--- src/core/ssb_pkg.sv ---
// package: constants, register map and types of the stream source burst block
package ssb_pkg;
    // ---------------------------------------------------------------
    // register map (byte addresses)
    // ---------------------------------------------------------------
    localparam logic [11:0] REG_CTRL     = 12'h000;
    localparam logic [11:0] REG_STATUS   = 12'h004;
    localparam logic [11:0] REG_ERR_STAT = 12'h008;
    localparam logic [11:0] REG_ERR_EN   = 12'h00c;
    localparam logic [11:0] REG_TAGS     = 12'h010;
    localparam logic [11:0] REG_BURSTS   = 12'h014;
    // ctrl field positions
    localparam int CTRL_LINK_UP   = 0;
    localparam int CTRL_BURST_MD  = 1;
    localparam int CTRL_ECC_EN    = 2;
    localparam int CTRL_CRC_INJ   = 3;
    localparam int CTRL_GAP_LSB   = 8;
    localparam int CTRL_GAP_W     = 8;
    // reset values
    localparam logic [31:0] CTRL_RST     = 32'h0000_0000;
    localparam logic [3:0]  ERR_EN_RST   = 4'h0;
    // error vector bits
    localparam int ERR_OVF   = 0;
    localparam int ERR_SEU_C = 1;
    localparam int ERR_SEU_U = 2;
    localparam int ERR_GAP   = 3;
    localparam int ERR_W     = 4;
    // widths and fifo levels
    localparam int DATA_W    = 64;
    localparam int TAG_W     = 8;
    localparam int FIFO_DEP  = 16;
    localparam int FIFO_AW   = 4;
    localparam logic [FIFO_AW:0] FIFO_PFULL = 5'h0c;
    localparam logic [31:0] CRC_INIT = 32'hffff_ffff;
    localparam logic [31:0] CRC_POLY = 32'h04c1_1db7;
    localparam logic [31:0] CRC_FLIP = 32'h0000_0001;
    localparam logic [TAG_W-1:0] GAP_RST = 8'h00;
    // burst tracking states
    typedef enum logic [2:0] {
        ST_IDLE  = 3'b001,
        ST_BURST = 3'b010,
        ST_GAP   = 3'b100
    } ssb_state_t;
endpackage

--- src/core/ssb_fifo_if.sv ---
// interface: handshake between the framer and its adaptation fifo
`timescale 1ns/10ps
`default_nettype none
interface ssb_fifo_if;
    import ssb_pkg::*;
    logic                 wr_en;
    logic [DATA_W+1:0]    wr_data;
    logic                 rd_en;
    logic [DATA_W+1:0]    rd_data;
    logic                 empty;
    logic                 overflow;
    logic [FIFO_AW:0]     level;
    modport owner (output wr_en, output wr_data, output rd_en,
                   input rd_data, input empty, input overflow, input level);
    modport fifo  (input wr_en, input wr_data, input rd_en,
                   output rd_data, output empty, output overflow,
                   output level);
endinterface
`default_nettype wire

--- src/core/ssb_fifo.sv ---
// adaptation fifo with overflow flag and fill level
`timescale 1ns/10ps
`default_nettype none
module ssb_fifo
    import ssb_pkg::*;
(
    input  wire logic  clk,
    input  wire logic  rst_n,
    ssb_fifo_if.fifo   fif
);
    logic [DATA_W+1:0] mem [FIFO_DEP];
    logic [FIFO_AW-1:0] wp_ff, rp_ff, nxt_wp, nxt_rp;
    logic [FIFO_AW:0]   cnt_ff, nxt_cnt;
    logic               ovf_ff, nxt_ovf;
    logic               do_wr, do_rd;

    // ---------------------------------------------------------------
    // pointer and count update
    // ---------------------------------------------------------------
    // a write into a full fifo with no read in the same cycle is dropped and flagged for one cycle
    always_comb begin
        do_rd   = fif.rd_en && (cnt_ff != '0);
        do_wr   = fif.wr_en && (cnt_ff != FIFO_DEP[FIFO_AW:0] || do_rd);
        nxt_ovf = fif.wr_en && !do_wr;
        nxt_wp  = do_wr ? wp_ff + 1'b1 : wp_ff;
        nxt_rp  = do_rd ? rp_ff + 1'b1 : rp_ff;
        nxt_cnt = cnt_ff + {{FIFO_AW{1'b0}}, do_wr}
                         - {{FIFO_AW{1'b0}}, do_rd};
    end

    always_ff @(posedge clk) begin
        if (!rst_n) begin
            wp_ff  <= '0;
            rp_ff  <= '0;
            cnt_ff <= '0;
            ovf_ff <= 1'b0;
        end else begin
            wp_ff  <= nxt_wp;
            rp_ff  <= nxt_rp;
            cnt_ff <= nxt_cnt;
            ovf_ff <= nxt_ovf;
        end
    end

    // storage has no reset; contents are qualified by count
    always_ff @(posedge clk) begin
        if (do_wr) begin
            mem[wp_ff] <= fif.wr_data;
        end
    end

    assign fif.rd_data  = mem[rp_ff];
    assign fif.empty    = (cnt_ff == '0);
    assign fif.overflow = ovf_ff;
    assign fif.level    = cnt_ff;
endmodule
`default_nettype wire

--- src/core/ssb_source.sv ---
// stream source burst interface: user side of the transmit core
// ---------------------------------------------------------------
// Functional notes
// RQ1 - continuous mode: user raises burst begin once, on the first word
// RQ2 - burst mode: user marks last word of burst with burst end
// RQ3 - continuous mode: burst end at close is optional; core accepts both
// RQ4 - 4-bit error vector; bit 0 flags adaptation fifo overflow
// RQ5 - bit 1 flags corrected upset when ecc enabled, else meaningless
// RQ6 - bit 2 flags uncorrectable upset when ecc enabled, else meaningless
// RQ7 - bit 3 flags idle gap between bursts not matching set gap
// RQ8 - injection input, when enabled, corrupts transmitted crc-32 values
// RQ9 - interrupt rises when any status bit and its enable are set
// RQ10 - interrupt falls only once every enabled status bit is cleared
// RQ11 - burst mode: user marks first word of a burst with burst begin
// RQ12 - 8-bit tag sampled at burst begin and end, carried over link
// RQ13 - ready low after reset until link up; low on loss or partial full
// RQ14 - link-ready output only once initialization finished
// RQ15 - user keeps valid high whenever a burst flag is high
// RQ16 - error bits synchronous, high at least one cycle per event
// ---------------------------------------------------------------
//
// Local design decisions: the address map and the APB interface to the registers.
`timescale 1ns/10ps
`default_nettype none
module ssb_source
    import ssb_pkg::*;
(
    input  wire logic              SYS_CLK,
    input  wire logic              RST_N,
    // apb slave
    input  wire logic              PSEL,
    input  wire logic              PENABLE,
    input  wire logic              PWRITE,
    input  wire logic [11:0]       PADDR,
    input  wire logic [31:0]       PWDATA,
    output logic      [31:0]       PRDATA,
    output logic                   PREADY,
    output logic                   PSLVERR,
    // user stream
    input  wire logic [DATA_W-1:0] DATA,
    input  wire logic [TAG_W-1:0]  SYNC,
    input  wire logic              VALID,
    input  wire logic              BURST_BEGIN_FLAG,
    input  wire logic              BURST_END_FLAG,
    input  wire logic              CRC_ERROR_INJECT,
    input  wire logic              SEU_CORRECTED,
    input  wire logic              SEU_UNCORRECTED,
    output logic                   READY,
    output logic                   LINK_UP,
    output logic      [ERR_W-1:0]  ERROR,
    output logic                   ERR_INTERRUPT,
    // link side
    input  wire logic              LINK_TAKE,
    output logic      [DATA_W-1:0] LINK_DATA,
    output logic      [TAG_W-1:0]  LINK_TAG,
    output logic                   LINK_BEGIN,
    output logic                   LINK_END,
    output logic                   LINK_VALID,
    output logic      [31:0]       LINK_CRC
);
    // ---------------------------------------------------------------
    // crc-32 step over one 64-bit word, used for running check value
    // ---------------------------------------------------------------
    function automatic logic [31:0] crc_step(input logic [31:0] c,
                                             input logic [63:0] d);
        logic [31:0] r;
        r = c;
        for (int i = 63; i >= 0; i--) begin
            r = (r[31] ^ d[i]) ? ((r << 1) ^ CRC_POLY) : (r << 1);
        end
        return r;
    endfunction

    ssb_fifo_if fif ();
    ssb_fifo u_fifo (
        .clk   (SYS_CLK),
        .rst_n (RST_N),
        .fif   (fif.fifo)
    );

    // ---------------------------------------------------------------
    // register state
    // ---------------------------------------------------------------
    logic [31:0]      ctrl_ff, nxt_ctrl;
    logic [ERR_W-1:0] stat_ff, nxt_stat;
    logic [ERR_W-1:0] en_ff, nxt_en;
    logic [31:0]      rdata_ff, nxt_rdata;
    logic             slverr_ff, nxt_slverr;
    logic [ERR_W-1:0] err_ev;
    logic             wr_acc, rd_acc, addr_ok;
    logic             burst_md, ecc_en, crc_inj_en;
    logic [TAG_W-1:0] gap_cfg;

    assign burst_md   = ctrl_ff[CTRL_BURST_MD];
    assign ecc_en     = ctrl_ff[CTRL_ECC_EN];
    assign crc_inj_en = ctrl_ff[CTRL_CRC_INJ];
    assign gap_cfg    = ctrl_ff[CTRL_GAP_LSB +: CTRL_GAP_W];
    assign wr_acc     = PSEL && PENABLE && PWRITE;
    assign rd_acc     = PSEL && !PENABLE && !PWRITE;
    assign addr_ok    = (PADDR == REG_CTRL) || (PADDR == REG_STATUS)
                     || (PADDR == REG_ERR_STAT) || (PADDR == REG_ERR_EN)
                     || (PADDR == REG_TAGS) || (PADDR == REG_BURSTS);

    // ---------------------------------------------------------------
    // stream and burst tracking state
    // ---------------------------------------------------------------
    ssb_state_t       st_ff, nxt_st;
    logic [TAG_W-1:0] gap_ff, nxt_gap;
    logic [TAG_W-1:0] tag_b_ff, nxt_tag_b, tag_e_ff, nxt_tag_e;
    logic [15:0]      nburst_ff, nxt_nburst;
    logic [ERR_W-1:0] errout_ff, nxt_errout;
    logic [31:0]      crc_ff, nxt_crc;
    logic [DATA_W-1:0] ldata_ff, nxt_ldata;
    logic [TAG_W-1:0] ltag_ff, nxt_ltag;
    logic [1:0]       lflag_ff, nxt_lflag;
    logic             lvalid_ff, nxt_lvalid;
    logic             lup_ff, nxt_lup;
    logic             accept, take;

    // words are taken only while ready is shown; others are ignored
    assign accept = VALID && READY;
    assign take   = !fif.empty && LINK_TAKE && !lvalid_ff;

    // ready waits for link up and backs off at partial full
    assign READY = lup_ff && RST_N && (fif.level < FIFO_PFULL); // RQ13
    assign fif.wr_en   = accept;
    assign fif.wr_data = {BURST_BEGIN_FLAG, BURST_END_FLAG, DATA};
    assign fif.rd_en   = take;

    // ---------------------------------------------------------------
    // error events
    // ---------------------------------------------------------------
    // upset inputs mean nothing without ecc, so they are masked
    always_comb begin
        err_ev            = '0;
        err_ev[ERR_OVF]   = fif.overflow;                  // RQ4
        err_ev[ERR_SEU_C] = ecc_en && SEU_CORRECTED;       // RQ5
        err_ev[ERR_SEU_U] = ecc_en && SEU_UNCORRECTED;     // RQ6
        err_ev[ERR_GAP]   = accept && BURST_BEGIN_FLAG && burst_md
                         && (st_ff == ST_GAP) && (gap_ff != gap_cfg); // RQ7
    end

    // ---------------------------------------------------------------
    // burst tracker, tags, link output stage and crc next values
    // ---------------------------------------------------------------
    always_comb begin
        nxt_st     = st_ff;
        nxt_gap    = gap_ff;
        nxt_tag_b  = tag_b_ff;
        nxt_tag_e  = tag_e_ff;
        nxt_nburst = nburst_ff;
        nxt_errout = err_ev;                               // RQ16
        nxt_crc    = crc_ff;
        nxt_ldata  = ldata_ff;
        nxt_ltag   = ltag_ff;
        nxt_lflag  = 2'b00;
        nxt_lvalid = 1'b0;
        nxt_lup    = ctrl_ff[CTRL_LINK_UP];                // RQ14
        // gap counts idle cycles after an end; saturates
        if (st_ff == ST_GAP && gap_ff != {TAG_W{1'b1}}) begin
            nxt_gap = gap_ff + 1'b1;
        end
        if (accept && BURST_BEGIN_FLAG) begin
            nxt_tag_b  = SYNC;                             // RQ12
            nxt_nburst = nburst_ff + 1'b1;
            nxt_st     = ST_BURST;
        end
        // end is optional in continuous mode; both forms are legal
        if (accept && BURST_END_FLAG) begin
            nxt_tag_e = SYNC;                              // RQ12 RQ3
            nxt_st    = ST_GAP;
            nxt_gap   = GAP_RST;
        end
        if (take) begin
            nxt_ldata  = fif.rd_data[DATA_W-1:0];
            nxt_lflag  = fif.rd_data[DATA_W+1:DATA_W];
            nxt_lvalid = 1'b1;
            nxt_ltag   = fif.rd_data[DATA_W+1] ? tag_b_ff : tag_e_ff;
            nxt_crc    = crc_step(fif.rd_data[DATA_W+1] ? CRC_INIT : crc_ff,
                                  fif.rd_data[DATA_W-1:0]);
        end
    end

    always_ff @(posedge SYS_CLK) begin
        if (!RST_N) begin
            st_ff     <= ST_IDLE;
            gap_ff    <= GAP_RST;
            tag_b_ff  <= '0;
            tag_e_ff  <= '0;
            nburst_ff <= '0;
            errout_ff <= '0;
            crc_ff    <= CRC_INIT;
            ldata_ff  <= '0;
            ltag_ff   <= '0;
            lflag_ff  <= 2'b00;
            lvalid_ff <= 1'b0;
            lup_ff    <= 1'b0;
        end else begin
            st_ff     <= nxt_st;
            gap_ff    <= nxt_gap;
            tag_b_ff  <= nxt_tag_b;
            tag_e_ff  <= nxt_tag_e;
            nburst_ff <= nxt_nburst;
            errout_ff <= nxt_errout;
            crc_ff    <= nxt_crc;
            ldata_ff  <= nxt_ldata;
            ltag_ff   <= nxt_ltag;
            lflag_ff  <= nxt_lflag;
            lvalid_ff <= nxt_lvalid;
            lup_ff    <= nxt_lup;
        end
    end

    // check value flipped while injection is armed and requested
    assign LINK_CRC   = (crc_inj_en && CRC_ERROR_INJECT)
                      ? (crc_ff ^ CRC_FLIP) : crc_ff;      // RQ8
    assign LINK_DATA  = ldata_ff;
    assign LINK_TAG   = ltag_ff;
    assign LINK_BEGIN = lflag_ff[1];
    assign LINK_END   = lflag_ff[0];
    assign LINK_VALID = lvalid_ff;
    assign LINK_UP    = lup_ff;                            // RQ14
    assign ERROR      = errout_ff;                         // RQ4

    // ---------------------------------------------------------------
    // apb register next values; sticky bits set wins over clear
    // ---------------------------------------------------------------
    always_comb begin
        nxt_ctrl   = ctrl_ff;
        nxt_en     = en_ff;
        nxt_stat   = stat_ff;
        nxt_rdata  = rdata_ff;
        nxt_slverr = 1'b0;
        if (wr_acc && PADDR == REG_CTRL) begin
            nxt_ctrl = PWDATA;
        end else if (wr_acc && PADDR == REG_ERR_EN) begin
            nxt_en = PWDATA[ERR_W-1:0];
        end else if (wr_acc && PADDR == REG_ERR_STAT) begin
            nxt_stat = stat_ff & ~PWDATA[ERR_W-1:0];       // RQ10
        end
        nxt_stat = nxt_stat | err_ev;
        // read data captured in setup so it is registered at access
        if (rd_acc) begin
            if (PADDR == REG_CTRL) begin
                nxt_rdata = ctrl_ff;
            end else if (PADDR == REG_STATUS) begin
                nxt_rdata = {26'h0, st_ff, fif.empty, READY, lup_ff};
            end else if (PADDR == REG_ERR_STAT) begin
                nxt_rdata = {28'h0, stat_ff};
            end else if (PADDR == REG_ERR_EN) begin
                nxt_rdata = {28'h0, en_ff};
            end else if (PADDR == REG_TAGS) begin
                nxt_rdata = {16'h0, tag_e_ff, tag_b_ff};
            end else if (PADDR == REG_BURSTS) begin
                nxt_rdata = {16'h0, nburst_ff};
            end else begin
                nxt_rdata = 32'h0;
            end
        end
        if (PSEL && !PENABLE) begin
            nxt_slverr = !addr_ok;
        end
    end

    always_ff @(posedge SYS_CLK) begin
        if (!RST_N) begin
            ctrl_ff   <= CTRL_RST;
            en_ff     <= ERR_EN_RST;
            stat_ff   <= '0;
            rdata_ff  <= '0;
            slverr_ff <= 1'b0;
        end else begin
            ctrl_ff   <= nxt_ctrl;
            en_ff     <= nxt_en;
            stat_ff   <= nxt_stat;
            rdata_ff  <= nxt_rdata;
            slverr_ff <= nxt_slverr;
        end
    end

    assign PRDATA        = rdata_ff;
    assign PREADY        = 1'b1;
    assign PSLVERR       = PSEL && PENABLE && slverr_ff;
    assign ERR_INTERRUPT = |(stat_ff & en_ff);             // RQ9 RQ10
endmodule
`default_nettype wire

--- config.mk ---
export PLATFORM = sky130hd
export DESIGN_NAME = ssb_source
export DESIGN_NICKNAME = d
export VERILOG_FILES = /design/src/core/ssb_pkg.sv /design/src/core/ssb_fifo_if.sv /design/src/core/ssb_fifo.sv /design/src/core/ssb_source.sv
export SDC_FILE = /design/constraint.sdc
export NUM_CORES = 2
export LEC_CHECK = 0
export ABC_AREA = 1
export BUFFER_PORTS_ARGS = -buffer_cell sky130_fd_sc_hd__buf_2
export CAP_MARGIN = 15
export CORE_MARGIN = 2
export CORE_UTILIZATION = 41
export CTS_CLUSTER_SIZE = 14
export DETAILED_ROUTE_END_ITERATION = 16
export PLACE_DENSITY_LB_ADDON = 0.2
export SLEW_MARGIN = 25
export SYNTH_ARGS = -nofsm -noshare
export SYNTH_HDL_FRONTEND = slang
export SYNTH_SLANG_ARGS = --single-unit
--- constraint.sdc ---
create_clock -name SYS_CLK -period 5.13 [get_ports SYS_CLK]
set_clock_uncertainty 0.05 [all_clocks]
set_input_delay 1.539 -clock SYS_CLK [delete_from_list [all_inputs] [get_ports SYS_CLK]]
set_output_delay 1.539 -clock SYS_CLK [all_outputs]
set_load 0.01 [all_outputs]
==> summary.md <==
| Metric | Value |
|---|---|
| Worst setup slack after layout | `-1.257 ns` |
| Slew headroom | `39.24%` |
| WP depth | `57` |
| Clock transition at the registers of the reported paths | `0.06 ns` |
| Worst Setup Start Kind | `flip-flop` |
| CTS root buffer | `clkbuf_16` |
| Final Hold Viols | `0` |
| Cell taking the most area after synthesis | `edfxtp_1` |
| Async set-reset flop share out of synthesis | `0%` |
| Final core utilization | `55.03%` |
| Minimum clock period | `6.387 ns` |
| Synth area leaders | `edfxtp_1 (51%), nand2_1 (9.3%), dfxtp_1 (7.9%)` |
| RePlAce Congestion | `0.9451` |
| Crit path buf inv count | `18` |
| CTS Sinks | `1302` |
| Setup violators final | `32` |
| Die W | `394.4 µm` |
| CP Capture Type | `flip-flop` |
| Via density | `5.407` |
| Period utilization | `124.5%` |
| WL per Instance | `22.24 µm` |
| Fmax achieved | `0.1566 GHz` |
| Synth Net Count | `6651` |
| Synth warnings | `0` |
| R2r setup slk | `-1.26 ns` |
| Crit-path max cell delay | `0.38 ns` |
| Hold Crit Class | `reg -> reg` |
| Hpwl dp | `135.6 mm` |
| FILL cells | `13.33k` |
| RSZ-0062 raised after global routing | `true` |
| Die area | `155600 µm²` |
| CORE AREA | `151700 µm²` |
| Max clock buf depth | `3` |
| First-pass GRT wire length | `310.3 mm` |
| Status | `finished with violations` |
| Top_reg_cell synth | `edfxtp_1` |
| Register area | `36650 µm²` |
| Worst path arrival time | `7.08 ns` |
| Mapped cell area | `62490 µm²` |
| FF-to-FF End | `crc_ff[20]` |
| Worst EP required | `5.82 ns` |
| Yosys cell types | `60` |
| Clk Latency, worst-skew pair | `0.80 ns` |
| Total gr overflow | `0` |
| DRC | `0` |
| DR vias | `52.15k` |
| Worst Reg2Reg Path Length in Cells | `57` |
| Die height | `394.4 µm` |
| Ratio of cells with drive above 1 in the final layout | `33.62%` |
| Multi-input logic area | `27800 µm²` |
| Post-Syn Instances | `6508` |
| Max Transition Viols Final | `0` |
| Pre-CTS worst setup slack | `-1.888 ns` |
| Crit-path max FO | `6` |
| Worst Setup EP | `crc_ff[20]` |
| Nets | `7640` |
| Vias in the first global route | `48.49k` |
| Commonest cells after routing, fill and taps aside | `nand2_1 (1086), edfxtp_1 (1056), buf_4 (699)` |
| TritonRoute pass-1 iters | `8` |
| CTS buffer count | `141` |
| Max_cap viols | `0` |
| Largest net degree at the start of global routing | `179` |
| Final hold slack | `0.4010 ns` |
| Initial antenna violation count | `11` |
| CTS HTree Levels | `4` |
| Post-synthesis register bit count | `1302` |
| CTS tree | `done` |
| Most common cell after layout, fill and taps aside | `nand2_1` |
| Number of flops mapped to enable cells by yosys | `1056` |
| Area growth syn-to-layout | `33.60%` |
| Seq/Total Area, Yosys | `58.62%` |
| Slowest stage cell, crit path | `dfxtp_4` |
| IO Count | `276` |
| Area fraction of the dominant cell type after synthesis | `50.74%` |
| CP delay by family, top | `simple AND/OR/NAND/NOR gates` |
| Iteration-0 DRC Markers | `4858` |
| GRT Total Usage | `26.33%` |
| Failing checks | `setup timing` |
| Post-detailed-route count of antenna-violating nets | `0` |
| Tightest Pin Transition | `0.9114 ns` |
| WL final | `214.5 mm` |
| Row count | `143` |
| Initial Util | `41.19%` |
| Port Buffer Count | `274` |
| Crit path kind | `reg -> reg` |
| Average size of a mapped cell | `9.602 µm²` |
| Most frequent CP cell | `nand2_1` |
[worst min-delay path by stage]
stage	start	endpoint	cells past startpoint
global placement	ctrl_ff[0]	LINK_UP	2
detailed placement	ctrl_ff[0]	LINK_UP	2
CTS	ctrl_ff[0]	LINK_UP	2
floorplan	u_fifo.fif.overflow	ERROR[0]	2
global route	ctrl_ff[19]	PRDATA[19]	2
finish	ctrl_ff[0]	LINK_UP	2
[cell type report]
type	instances	area share (%)
clock inverters	69	0.9546
repair buffers	1170	11.84
multi-input cells	4405	33.30
flip-flops and latches	1302	43.90
repair inverters	2	0.03747
well taps	2030	3.042
inverters	475	2.300
diodes	3	0.008992
clock buffers	189	4.620
[cell families after synthesis]
kind of cell	count (synthesis)	synth area share [%]
and+or+nand+nor	3128	22.33
xor gates and xnor gates	178	2.607
AOI/OAI and AO/OA	1080	10.36
buffers and inverters	803	5.752
adders and majority gates	15	0.3123
other	2	0.01202
DFF	1302	58.62
[flip-flops by register name, summed over array words and instances (netlist names), 2 cells and up, named ones only]
register          cells
u_fifo.fif.level      5
stat_ff               4
PRDATA               32
nburst_ff            16
st_ff                 3
crc_ff               32
ctrl_ff              32
gap_ff                8
lflag_ff              2
LINK_DATA            64
en_ff                 4
LINK_TAG              8
u_fifo.wp_ff          4
ERROR                 4
u_fifo.rp_ff          4
tag_b_ff              8
u_fifo.mem         1056
tag_e_ff              8
[synth_stat cells (60+ instances only)]
| cell type | instances |
|---|---|
| inv_2 | 60 |
| edfxtp_1 | 1056 |
| clkbuf_1 | 148 |
| o221ai_1 | 157 |
| a21oi_1 | 154 |
| buf_2 | 77 |
| o21ai_0 | 514 |
| o211ai_1 | 118 |
| xor2_1 | 133 |
| buf_4 | 61 |
| o22ai_1 | 64 |
| nand2_1 | 1552 |
| inv_1 | 402 |
| nand2_2 | 149 |
| nor2_1 | 586 |
| dfxtp_1 | 246 |
| nand3_1 | 640 |
[worst reg2reg max path, delay by kind of cell (launching register included)]
family	cells	cell delay, ns
AND/OR/NAND/NOR	36	3.34
flip-flops	1	0.38
XOR/XNOR	3	0.58
buffers and inverters	18	1.96
[stage by stage]
stage          area, µm²  cells  setup TNS [ns]
5_1_grt            83480   9643          -47.19
3_5_place_dp       70510   9151          -55.28
3_3_place_gp       70510   9151          -54.11
4_1_cts            78470   9516          -34.78
2_1_floorplan      62510   6508         -209.81
6_report           83490   9645          -36.22
[routing by layer]
metal	share of wire [%]	GRT usage [%]	vias up
met3	6.2	3.679	362
met4	3.2	8.158	12
met5	0.034	0	-
met1	43	36.20	25540
li1	-	-	24430
met2	48	43.16	1809
[what timing repair did]
item                       CTS  global route
hold buffers                 0             0
cloned                      16             5
setup buffers               91           125
setup endpoints to repair   32            32
resized for setup          506           880
pin swaps                  160           304
Power is left out: the tool's default activity adds up to more than one toggle a clock period on the data nets, which glitch-free logic cannot reach.
